==> config.mk <==
export PLATFORM = sky130hd
export DESIGN_NAME = urps_top
export DESIGN_NICKNAME = d
export VERILOG_FILES = /design/src/verilog/urps_pkg.sv /design/src/verilog/urps_sync.sv /design/src/verilog/urps_baud.sv /design/src/verilog/urps_top.sv
export SDC_FILE = /design/constraint.sdc
export NUM_CORES = 1
export LEC_CHECK = 0
export BUFFER_PORTS_ARGS = -buffer_cell sky130_fd_sc_hd__buf_2
export CORE_MARGIN = 8
export CORE_UTILIZATION = 59
export DETAILED_ROUTE_END_ITERATION = 8
export GPL_TIMING_DRIVEN = 0
export PLACE_DENSITY = 0.79
export SKIP_CTS_REPAIR_TIMING = 1
export SLEW_MARGIN = 10
export SYNTH_ARGS = -nofsm -noshare
export SYNTH_HDL_FRONTEND = slang
export SYNTH_HIERARCHICAL = 1
export SYNTH_SLANG_ARGS = --single-unit
==> constraint.sdc <==
create_clock -name mclk -period 2.6 [get_ports mclk]
set_input_delay 0.52 -clock mclk [delete_from_list [all_inputs] [get_ports mclk]]
set_output_delay 0.52 -clock mclk [all_outputs]
set_load 0.02 [all_outputs]
==> src/verilog/urps_pkg.sv <==
// Summary of operation
// - error status is read-only, reset to zero
// - parity mismatch sets status bit 2
// - missing stop bit sets status bit 1
// - frame done before buffer read sets bit 0
// - receiver checks only one stop bit
// - overrun repeats every frame until buffer read
// - codes 0-7 divide clock, 8 selects pin
// - internal rate is clock over 2^(n+2) times 8
// - pin rate is pin clock over 16
// - frame: start, 7/8 data, parity, 1/2 stop
// - seven-bit mode drops/zeroes data bit 7
// - even parity transmit makes total ones even
// - even parity receive flags odd count
// - odd parity transmit makes total ones odd
// - odd parity receive flags even count
// - parity codes: none, zero, odd, even
// - buffer read clears flags, next frame rewrites them
package urps_pkg;

  // ---------------------------------------------------------------
  // register addresses
  // ---------------------------------------------------------------
  localparam logic [15:0] ADDR_MODE = 16'hFF70;  // uart_mode_control
  localparam logic [15:0] ADDR_STAT = 16'hFF71;  // uart_receive_error_status
  localparam logic [15:0] ADDR_BAUD = 16'hFF73;  // baud_source_select
  localparam logic [15:0] ADDR_DATA = 16'hFF75;  // receive_buffer / transmit data

  // ---------------------------------------------------------------
  // field positions and reset values
  // ---------------------------------------------------------------
  localparam int MODE_TXE     = 7;  // transmit enable
  localparam int MODE_RXE     = 6;  // receive enable
  localparam int MODE_PS_HI   = 5;  // parity_select_high
  localparam int MODE_PS_LO   = 4;  // parity_select_low
  localparam int MODE_CL      = 3;  // character_length_select
  localparam int MODE_SL      = 2;  // stop_length_select
  localparam int STAT_PE      = 2;  // parity_error_flag
  localparam int STAT_FE      = 1;  // framing_error_flag
  localparam int STAT_OVE     = 0;  // overrun_error_flag
  localparam int BAUD_CODE_LO = 4;  // low bit of baud source code

  localparam logic [7:0] MODE_RST  = 8'h00;
  localparam logic [7:0] STAT_RST  = 8'h00;
  localparam logic [3:0] BAUD_RST  = 4'h0;
  localparam logic [7:0] MODE_WMSK = 8'hFC;  // bits 1:0 read zero

  // ---------------------------------------------------------------
  // codes and timing counts
  // ---------------------------------------------------------------
  localparam logic [1:0] PAR_NONE = 2'h0;
  localparam logic [1:0] PAR_ZERO = 2'h1;
  localparam logic [1:0] PAR_ODD  = 2'h2;
  localparam logic [1:0] PAR_EVEN = 2'h3;

  localparam logic [3:0] BAUD_EXT_CODE = 4'h8;  // external pin source
  localparam logic [2:0] TICK_LAST     = 3'h7;  // 8 ticks per bit
  localparam logic [2:0] TICK_HALF     = 3'h3;  // half bit after start edge
  localparam logic [3:0] LAST_BIT_8    = 4'h7;
  localparam logic [3:0] LAST_BIT_7    = 4'h6;
  localparam logic [8:0] DIV_MASK_MAX  = 9'h1FF;  // fx / 2^9 for code 7

  // ---------------------------------------------------------------
  // types
  // ---------------------------------------------------------------
  typedef enum logic [2:0] {
    ST_IDLE  = 3'h0,
    ST_START = 3'h1,
    ST_DATA  = 3'h3,
    ST_PAR   = 3'h2,
    ST_STOP  = 3'h6
  } urps_state_t;

  typedef struct packed {
    logic [15:0] addr;   // byte address
    logic        wr;     // write strobe, one cycle
    logic        rd;     // read strobe, one cycle
    logic [7:0]  wdata;  // write data
  } urps_cpu_req_t;

  // parity of a character: 1 when its count of ones is odd
  function automatic logic urps_ones_odd(input logic [7:0] c);
    return ^c;
  endfunction

endpackage

==> src/verilog/urps_sync.sv <==
`timescale 1ns/1ns
module urps_sync #(
  parameter logic RST_LVL = 1'b1
) (
  input  wire logic mclk,
  input  wire logic reset_n,
  input  wire logic din,
  output logic      dout
);
  import urps_pkg::*;

  // ---------------------------------------------------------------
  // state
  // ---------------------------------------------------------------
  typedef struct packed {
    logic [2:0] ff;   // three-stage chain
    logic       lvl;  // accepted level
  } urps_sync_st_t;

  urps_sync_st_t st_r;
  urps_sync_st_t st_nxt;

  // chain shift; change accepted once stages two and three agree
  always_comb
  begin
    st_nxt       = st_r;
    st_nxt.ff[0] = din;
    st_nxt.ff[1] = st_r.ff[0];
    st_nxt.ff[2] = st_r.ff[1];
    if (st_r.ff[1] == st_r.ff[2])
    begin
      st_nxt.lvl = st_r.ff[2];
    end
  end

  // registers
  always_ff @(posedge mclk or negedge reset_n)
  begin
    if (!reset_n)
    begin
      st_r <= {{3{RST_LVL}}, RST_LVL};
    end
    else
    begin
      st_r <= st_nxt;
    end
  end

  assign dout = st_r.lvl;
endmodule // urps_sync

==> src/verilog/urps_baud.sv <==
`timescale 1ns/1ns
module urps_baud (
  input  wire logic       mclk,
  input  wire logic       reset_n,
  input  wire logic [3:0] code,     // baud source code
  input  wire logic       ext_lvl,  // synchronised external baud clock
  output logic            tick      // one pulse per eighth of a bit
);
  import urps_pkg::*;

  // ---------------------------------------------------------------
  // state
  // ---------------------------------------------------------------
  typedef struct packed {
    logic [8:0] cnt;       // free running prescaler
    logic       ext_prev;  // previous pin level
    logic       ext_half;  // divide pin edges by two
    logic       tick;      // output pulse
  } urps_baud_st_t;

  urps_baud_st_t st_r;
  urps_baud_st_t st_nxt;
  logic [8:0]    mask;     // ones for 2^(n+2) period

  // tick every 2^(n+2) clocks gives fx / 2^(n+2) / 8 per bit
  always_comb
  begin
    mask            = DIV_MASK_MAX >> (3'h7 - code[2:0]);
    st_nxt          = st_r;
    st_nxt.cnt      = st_r.cnt + 9'h001;
    st_nxt.ext_prev = ext_lvl;
    st_nxt.tick     = 1'b0;
    if (code < BAUD_EXT_CODE)
    begin
      // internal source, codes 0 to 7
      st_nxt.tick = ((st_r.cnt & mask) == mask);
    end
    else if (code == BAUD_EXT_CODE)
    begin
      // pin source: two edges per tick, 16 edges per bit
      if (ext_lvl && !st_r.ext_prev)
      begin
        st_nxt.ext_half = !st_r.ext_half;
        st_nxt.tick     = st_r.ext_half;
      end
    end
    // prohibited codes produce no tick
  end

  // registers
  always_ff @(posedge mclk or negedge reset_n)
  begin
    if (!reset_n)
    begin
      st_r <= '0;
    end
    else
    begin
      st_r <= st_nxt;
    end
  end

  assign tick = st_r.tick;
endmodule // urps_baud

==> src/verilog/urps_top.sv <==
`timescale 1ns/1ns
module urps_top (
  input  wire logic                    mclk,
  input  wire logic                    reset_n,
  input  wire urps_pkg::urps_cpu_req_t cpu_req,        // cpu access
  output logic [7:0]                   cpu_rdata,      // read data, next cycle
  input  wire logic                    rxd,            // serial receive pin
  output logic                         txd,            // serial transmit pin
  input  wire logic                    external_baud_clock_pin,
  output logic                         rx_done,        // frame stored, pulse
  output logic                         tx_done,        // frame sent, pulse
  output logic                         tx_busy         // transmitter active
);
  import urps_pkg::*;

  // ---------------------------------------------------------------
  // state
  // ---------------------------------------------------------------
  typedef struct packed {
    logic [7:0]  mode;      // uart_mode_control
    logic [3:0]  baud;      // baud source code
    logic [2:0]  errs;      // parity, framing, overrun flags
    logic [7:0]  rxbuf;     // receive_buffer
    logic        rx_full;   // buffer holds unread byte
    logic [7:0]  rdata;     // read data register
    urps_state_t rx_st;     // receiver state
    logic [2:0]  rx_tc;     // receiver tick count
    logic [3:0]  rx_bn;     // receiver bit index
    logic [7:0]  rx_sh;     // receive shift register
    logic        rx_pb;     // received parity bit
    urps_state_t tx_st;     // transmitter state
    logic [2:0]  tx_tc;     // transmitter tick count
    logic [3:0]  tx_bn;     // transmitter bit index
    logic [7:0]  tx_sh;     // transmit shift register
    logic        tx_pb;     // parity bit to send
    logic        txd;       // line level
    logic        rx_done;   // completion pulse
    logic        tx_done;   // completion pulse
    logic        tx_busy;   // transmitter active, registered copy
  } urps_top_st_t;

  urps_top_st_t st_r;
  urps_top_st_t st_nxt;

  logic       rxd_s;      // synchronised receive line
  logic       ext_s;      // synchronised pin clock
  logic       tick;       // bit eighth tick
  logic       txe;        // transmit enable
  logic       rxe;        // receive enable
  logic [1:0] psel;       // parity select
  logic       cl8;        // eight-bit characters
  logic       sl2;        // two stop bits
  logic [3:0] last_bit;   // index of last character bit
  logic       rd_data;    // cpu reads receive buffer
  logic       wr_data;    // cpu writes transmit data
  logic [7:0] rx_char;    // assembled character
  logic [7:0] tx_char;    // masked transmit character
  logic       pe;         // parity error of this frame

  // ---------------------------------------------------------------
  // pin synchronisers and baud generator
  // ---------------------------------------------------------------
  urps_sync #(.RST_LVL(1'b1)) u_rxd_sync (
    .mclk    (mclk),
    .reset_n (reset_n),
    .din     (rxd),
    .dout    (rxd_s)
  );

  urps_sync #(.RST_LVL(1'b0)) u_ext_sync (
    .mclk    (mclk),
    .reset_n (reset_n),
    .din     (external_baud_clock_pin),
    .dout    (ext_s)
  );

  urps_baud u_baud (
    .mclk    (mclk),
    .reset_n (reset_n),
    .code    (st_r.baud),
    .ext_lvl (ext_s),
    .tick    (tick)
  );

  // ---------------------------------------------------------------
  // mode decode
  // ---------------------------------------------------------------
  // field split of the mode register
  always_comb
  begin
    txe      = st_r.mode[MODE_TXE];
    rxe      = st_r.mode[MODE_RXE];
    psel     = {st_r.mode[MODE_PS_HI], st_r.mode[MODE_PS_LO]};
    cl8      = st_r.mode[MODE_CL];
    sl2      = st_r.mode[MODE_SL];
    last_bit = cl8 ? LAST_BIT_8 : LAST_BIT_7;
    rd_data  = cpu_req.rd && (cpu_req.addr == ADDR_DATA);
    wr_data  = cpu_req.wr && (cpu_req.addr == ADDR_DATA);
  end

  // ---------------------------------------------------------------
  // frame arithmetic
  // ---------------------------------------------------------------
  // character and parity check of the finished frame
  always_comb
  begin
    rx_char = cl8 ? st_r.rx_sh : {1'b0, st_r.rx_sh[7:1]};
    tx_char = cl8 ? cpu_req.wdata : {1'b0, cpu_req.wdata[6:0]};
    case (psel)
      PAR_ODD:  pe = !(urps_ones_odd(rx_char) ^ st_r.rx_pb);
      PAR_EVEN: pe = urps_ones_odd(rx_char) ^ st_r.rx_pb;
      default:  pe = 1'b0;
    endcase
  end

  // ---------------------------------------------------------------
  // next state
  // ---------------------------------------------------------------
  always_comb
  begin
    st_nxt         = st_r;
    st_nxt.rx_done = 1'b0;
    st_nxt.tx_done = 1'b0;

    // register writes; status register has no write path
    if (cpu_req.wr && (cpu_req.addr == ADDR_MODE))
    begin
      st_nxt.mode = cpu_req.wdata & MODE_WMSK;
    end
    if (cpu_req.wr && (cpu_req.addr == ADDR_BAUD))
    begin
      st_nxt.baud = cpu_req.wdata[BAUD_CODE_LO +: 4];
    end

    // register reads, answered one cycle later
    if (cpu_req.rd)
    begin
      case (cpu_req.addr)
        ADDR_MODE: st_nxt.rdata = st_r.mode;
        ADDR_STAT: st_nxt.rdata = {5'h00, st_r.errs};
        ADDR_BAUD: st_nxt.rdata = {st_r.baud, 4'h0};
        ADDR_DATA: st_nxt.rdata = st_r.rxbuf;
        default:   st_nxt.rdata = 8'h00;
      endcase
    end

    // reading the buffer clears the flags
    if (rd_data)
    begin
      st_nxt.rx_full = 1'b0;
      st_nxt.errs    = 3'h0;
    end

    // receiver
    if (!rxe)
    begin
      // stop at once, buffer and flags untouched
      st_nxt.rx_st = ST_IDLE;
    end
    else if (tick)
    begin
      st_nxt.rx_tc = st_r.rx_tc + 3'h1;
      case (st_r.rx_st)
        ST_IDLE:
        begin
          // falling line starts the half bit wait
          if (!rxd_s)
          begin
            st_nxt.rx_st = ST_START;
            st_nxt.rx_tc = 3'h0;
          end
        end
        ST_START:
        begin
          // confirm start bit at mid bit
          if (st_r.rx_tc == TICK_HALF)
          begin
            st_nxt.rx_st = rxd_s ? ST_IDLE : ST_DATA;
            st_nxt.rx_tc = 3'h0;
            st_nxt.rx_bn = 4'h0;
          end
        end
        ST_DATA:
        begin
          // sample character bits, lsb first
          if (st_r.rx_tc == TICK_LAST)
          begin
            st_nxt.rx_sh = {rxd_s, st_r.rx_sh[7:1]};
            st_nxt.rx_bn = st_r.rx_bn + 4'h1;
            if (st_r.rx_bn == last_bit)
            begin
              st_nxt.rx_st = (psel == PAR_NONE) ? ST_STOP : ST_PAR;
            end
          end
        end
        ST_PAR:
        begin
          // sample parity bit
          if (st_r.rx_tc == TICK_LAST)
          begin
            st_nxt.rx_pb = rxd_s;
            st_nxt.rx_st = ST_STOP;
          end
        end
        ST_STOP:
        begin
          // one stop bit only, then store byte and flags
          if (st_r.rx_tc == TICK_LAST)
          begin
            st_nxt.rx_st            = ST_IDLE;
            st_nxt.rxbuf            = rx_char;
            st_nxt.rx_full          = 1'b1;
            st_nxt.rx_done          = 1'b1;
            st_nxt.errs[STAT_PE]    = pe;
            st_nxt.errs[STAT_FE]    = !rxd_s;
            st_nxt.errs[STAT_OVE]   = st_r.rx_full && !rd_data;
          end
        end
        default:
        begin
          st_nxt.rx_st = ST_IDLE;
        end
      endcase
    end

    // transmitter
    if (!txe)
    begin
      st_nxt.tx_st = ST_IDLE;
      st_nxt.txd   = 1'b1;
    end
    else if ((st_r.tx_st == ST_IDLE) && wr_data)
    begin
      // load character, parity chosen from masked data
      st_nxt.tx_st = ST_START;
      st_nxt.tx_sh = tx_char;
      st_nxt.tx_tc = 3'h0;
      st_nxt.txd   = 1'b0;
      case (psel)
        PAR_ODD:  st_nxt.tx_pb = !urps_ones_odd(tx_char);
        PAR_EVEN: st_nxt.tx_pb = urps_ones_odd(tx_char);
        default:  st_nxt.tx_pb = 1'b0;
      endcase
    end
    else if (tick && (st_r.tx_st != ST_IDLE))
    begin
      st_nxt.tx_tc = st_r.tx_tc + 3'h1;
      if (st_r.tx_tc == TICK_LAST)
      begin
        case (st_r.tx_st)
          ST_START:
          begin
            // first character bit
            st_nxt.tx_st = ST_DATA;
            st_nxt.tx_bn = 4'h0;
            st_nxt.txd   = st_r.tx_sh[0];
            st_nxt.tx_sh = {1'b0, st_r.tx_sh[7:1]};
          end
          ST_DATA:
          begin
            // next bit, then parity or stop
            st_nxt.tx_bn = st_r.tx_bn + 4'h1;
            st_nxt.txd   = st_r.tx_sh[0];
            st_nxt.tx_sh = {1'b0, st_r.tx_sh[7:1]};
            if (st_r.tx_bn == last_bit)
            begin
              st_nxt.tx_bn = 4'h0;
              if (psel == PAR_NONE)
              begin
                st_nxt.tx_st = ST_STOP;
                st_nxt.txd   = 1'b1;
              end
              else
              begin
                st_nxt.tx_st = ST_PAR;
                st_nxt.txd   = st_r.tx_pb;
              end
            end
          end
          ST_PAR:
          begin
            // parity sent, begin stop
            st_nxt.tx_st = ST_STOP;
            st_nxt.txd   = 1'b1;
          end
          ST_STOP:
          begin
            // one or two stop bits
            if (sl2 && (st_r.tx_bn == 4'h0))
            begin
              st_nxt.tx_bn = 4'h1;
            end
            else
            begin
              st_nxt.tx_st   = ST_IDLE;
              st_nxt.tx_done = 1'b1;
            end
          end
          default:
          begin
            st_nxt.tx_st = ST_IDLE;
            st_nxt.txd   = 1'b1;
          end
        endcase
      end
    end

    // busy flop mirrors the next transmitter state so the pin needs no decode
    st_nxt.tx_busy = (st_nxt.tx_st != ST_IDLE);
  end

  // ---------------------------------------------------------------
  // registers
  // ---------------------------------------------------------------
  always_ff @(posedge mclk or negedge reset_n)
  begin
    if (!reset_n)
    begin
      st_r       <= '0;
      st_r.mode  <= MODE_RST;
      st_r.baud  <= BAUD_RST;
      st_r.errs  <= STAT_RST[2:0];
      st_r.rx_st <= ST_IDLE;
      st_r.tx_st <= ST_IDLE;
      st_r.txd   <= 1'b1;
    end
    else
    begin
      st_r <= st_nxt;
    end
  end

  // outputs straight from flip-flops
  assign cpu_rdata = st_r.rdata;
  assign txd       = st_r.txd;
  assign rx_done   = st_r.rx_done;
  assign tx_done   = st_r.tx_done;
  assign tx_busy   = st_r.tx_busy;
endmodule // urps_top

==> results.cfg <==
[floorplan]
rows = 32
initial_core_util_pct = 60.50
die_width_microns = 104.6
core_sq_um = 7647
io_pins = 42
chipHeight_microns = 104.6
die-area_sq_um = 10930

[sta]
hold_viol_final = 0
setup_viol = 0
max_freq_mhz = 444.9
period_minus_slack_ns = 2.248
worst_slew_pin_slew_ns = 0.7961
slew_viol_final = 0
grt_setup_unrepaired = no
fin_skew_ns = 0.01071
slew-limit-headroom_pct = 46.73
setup_tns_ns = 0
fin_crit_sh_pct = 86.45

[worst_setup_path]
crit_arrival_ns = 2.49
r2r_cells = 8
critPathKind = in -> reg
reg2reg_from = st_r[18]$_DFFE_PN0P_
r2r_slack_ns = 0.49
critPathRequiredTime_ns = 2.85
start_kind = input pin
worst-path-max-fanout = 7
r2r_end = st_r[14]$_DFFE_PN0P_
worstSetupEndpointType = flip-flop

[detailed_routing]
wl_microns = 9983
first_pass_iters = 4
wire_per_inst_microns = 16.61
vias_per_cell = 5.822
drt_iter0_drc = 177
drtAntennaViolNets = 0
drc_errors = 0
vias = 3499

[global_route]
met3_usage_pct = 5.037
busiest_layer = met2
grt_pass1_wl_microns = 17040
met1_usage_pct = 24.49
track_usage_pct = 19.01
antenna_found_initial = 0
use_met2_pct = 30.10
grt_max_degree = 63
grt_overflow = 0
grt_pass1_vias = 3552

[yosys]
ys_types = 62
yosysWarnings = 6
syn_area_per_cell_sq_um = 10.49
synthesis.nets = 481
synth_seq_cells = 92
yosysSeqAreaShare_pct = 49.89
syn_area_sq_um = 4627
synth_async_sr_flop_share_pct = 100.0
synth_edf_count = 0
synth_ff_type = dfrtp_1
netlist_instances = 441

[place]
dp_hpwl_microns = 7412
routabilityCongestion = 0.8694
port_buffers = 41
dpl_cell_area_sq_um = 4990

[cts]
cts_buffer_depth = 2
insertion_delay_ns = 0.36
htreeDepth = 3
tritoncts = built
clkTransAtPathRegs_ns = 0.09
cts-root-buf = clkbuf_8
clkSinkCount = 92
cts_inserted_buffers = 9

[pwr]
ir_drop_mv = 0.3510
p_total_mw = 2.555
power_density_nw_per_um2 = 491.2
power_leakage_nw = 2.389

[final_layout]
antenna_cells = 0
final_area_sq_um = 5201
drive_above_1_share_pct = 20.84
layout.nets = 534
synthToLayoutAreaGrowth_pct = 12.41
fillers = 605

[status]
outcome = finished clean

[worst_hold_path]
hp-class = in -> async

[job]
maxCapViolCount = 0
cell type report:
cell class	count	area [sq um]	share of cell area, %
Tap cell	102	127.6	2.454
Multi-Input combinational cell	298	2083	40.05
Inverter	28	105.1	2.021
Timing Repair Buffer	42	235.2	4.522
Clock buffer	11	151.4	2.911
Buffer	23	130.1	2.502
Sequential cell	92	2308	44.38
Clock inverter	5	60.06	1.155
Yosys cell counts (all sizes together), types with 4 or more instances:
library cell,count,area [sq um]
xnor2,17,148.9
nand3,15,75.07
nor4,4,31.28
nor2,20,75.07
a32oi,7,61.31
o21ai,33,168.9
ha,10,125.1
dfrtp,87,2177
buf,12,88.83
nor2b,8,50.05
inv,28,105.1
mux2i,8,80.08
nand4,4,25.02
dfstp,5,131.4
o22ai,6,37.54
a21oi,11,55.05
nand2b,6,37.54
mux2,22,247.7
clkbuf,11,41.29
and3,7,43.79
xor2,8,77.58
nand2,47,176.4
o31ai,4,30.03
a22o,6,52.55
a22oi,5,37.54
worst max path at each step:
stage | startpoint | endpoint | slack, ns | depth (start not counted)
after CTS | cpu_req[17] | st_r[73]$_DFFE_PN0P_ | 0.38 | 7
after detailed placement | cpu_req[17] | rxe$_DFFE_PN0P_ | 0.006 | 7
after floorplan | cpu_req[17] | cl8$_DFFE_PN0P_ | 0.50 | 6
final | cpu_req[17] | st_r[73]$_DFFE_PN0P_ | 0.35 | 7
after global routing | cpu_req[17] | st_r[73]$_DFFE_PN0P_ | 0.19 | 7
after global placement | cpu_req[17] | rxe$_DFFE_PN0P_ | 0.09 | 7
where the power goes:
group	total [mW]	internal [mW]	switching, mW
registers	1.45	1.44	0.00758
logic	0.110	0.0427	0.0677
clock network	0.995	0.498	0.496
total	2.55	1.98	0.571
cell families after synthesis:
group | share of synthesized area [%]
and+or+nand+nor | 15.41
AOI/OAI and AO/OA | 13.95
DFF | 49.89
buffers and inverters | 5.084
muxes | 7.085
xor gates and xnor gates | 5.381
adders and majority gates | 3.191
critical path: stages:
cell	delay, ns
buf_2	0.10
nand4b_1	0.17
nor4_2	0.60
and2b_1	0.36
and3_1	0.19
buf_2	0.19
mux2_2	0.35
flip-flops by register name (all words and copies together), names as in the netlist:
register and count:
u_rxd_sync/st_r 1, u_rxd_sync/dout 1, u_ext_sync/st_r 1, txd 1
cl8 1, tx_done 1, u_ext_sync/st_nxt 2, tx_busy 1
u_rxd_sync/st_nxt 2, psel 2, rx_done 1, cpu_rdata 8
u_ext_sync/dout 1, u_baud/st_r 11, sl2 1, u_baud/tick 1
rxe 1, st_r 55
through the flow:
stage	instances	hold slack (ns)	worst slack [ns]	utilization, %
after global routing	601	0.09725	0.1901	68.01
after global placement	584	0.3320	0.08603	64.86
after CTS	601	0.08179	0.3751	68.01
final	601	0.07756	0.3524	68.01
after detailed placement	585	0.3434	0.005767	65.25
after floorplan	441	0.2244	0.5030	-
placed cells by master (no fill, tap or decap), types with 5 or more instances in the layout:
| cell | instances |
|---|---|
| ha_1 | 10 |
| mux2_2 | 22 |
| nor2_1 | 20 |
| clkbuf_8 | 11 |
| buf_2 | 42 |
| nand3_1 | 15 |
| nor2b_1 | 8 |
| xor2_1 | 7 |
| clkbuf_1 | 11 |
| dfstp_2 | 5 |
| mux2i_1 | 8 |
| nand2_1 | 47 |
| a22o_1 | 6 |
| buf_4 | 10 |
| a21oi_1 | 11 |
| a22oi_1 | 5 |
| nand2b_1 | 6 |
| o21ai_0 | 30 |
| a32oi_1 | 7 |
| dfrtp_1 | 87 |
| inv_1 | 28 |
| and3_1 | 7 |
| xnor2_1 | 17 |
| o22ai_1 | 6 |
metal layers:
metal,up-vias,share of wire (%)
li1,1677,-
met1,1713,45
met2,92,47
met3,17,5.9
met4,0,2.1
met5,-,0
(Power assumes the default switching activity.)
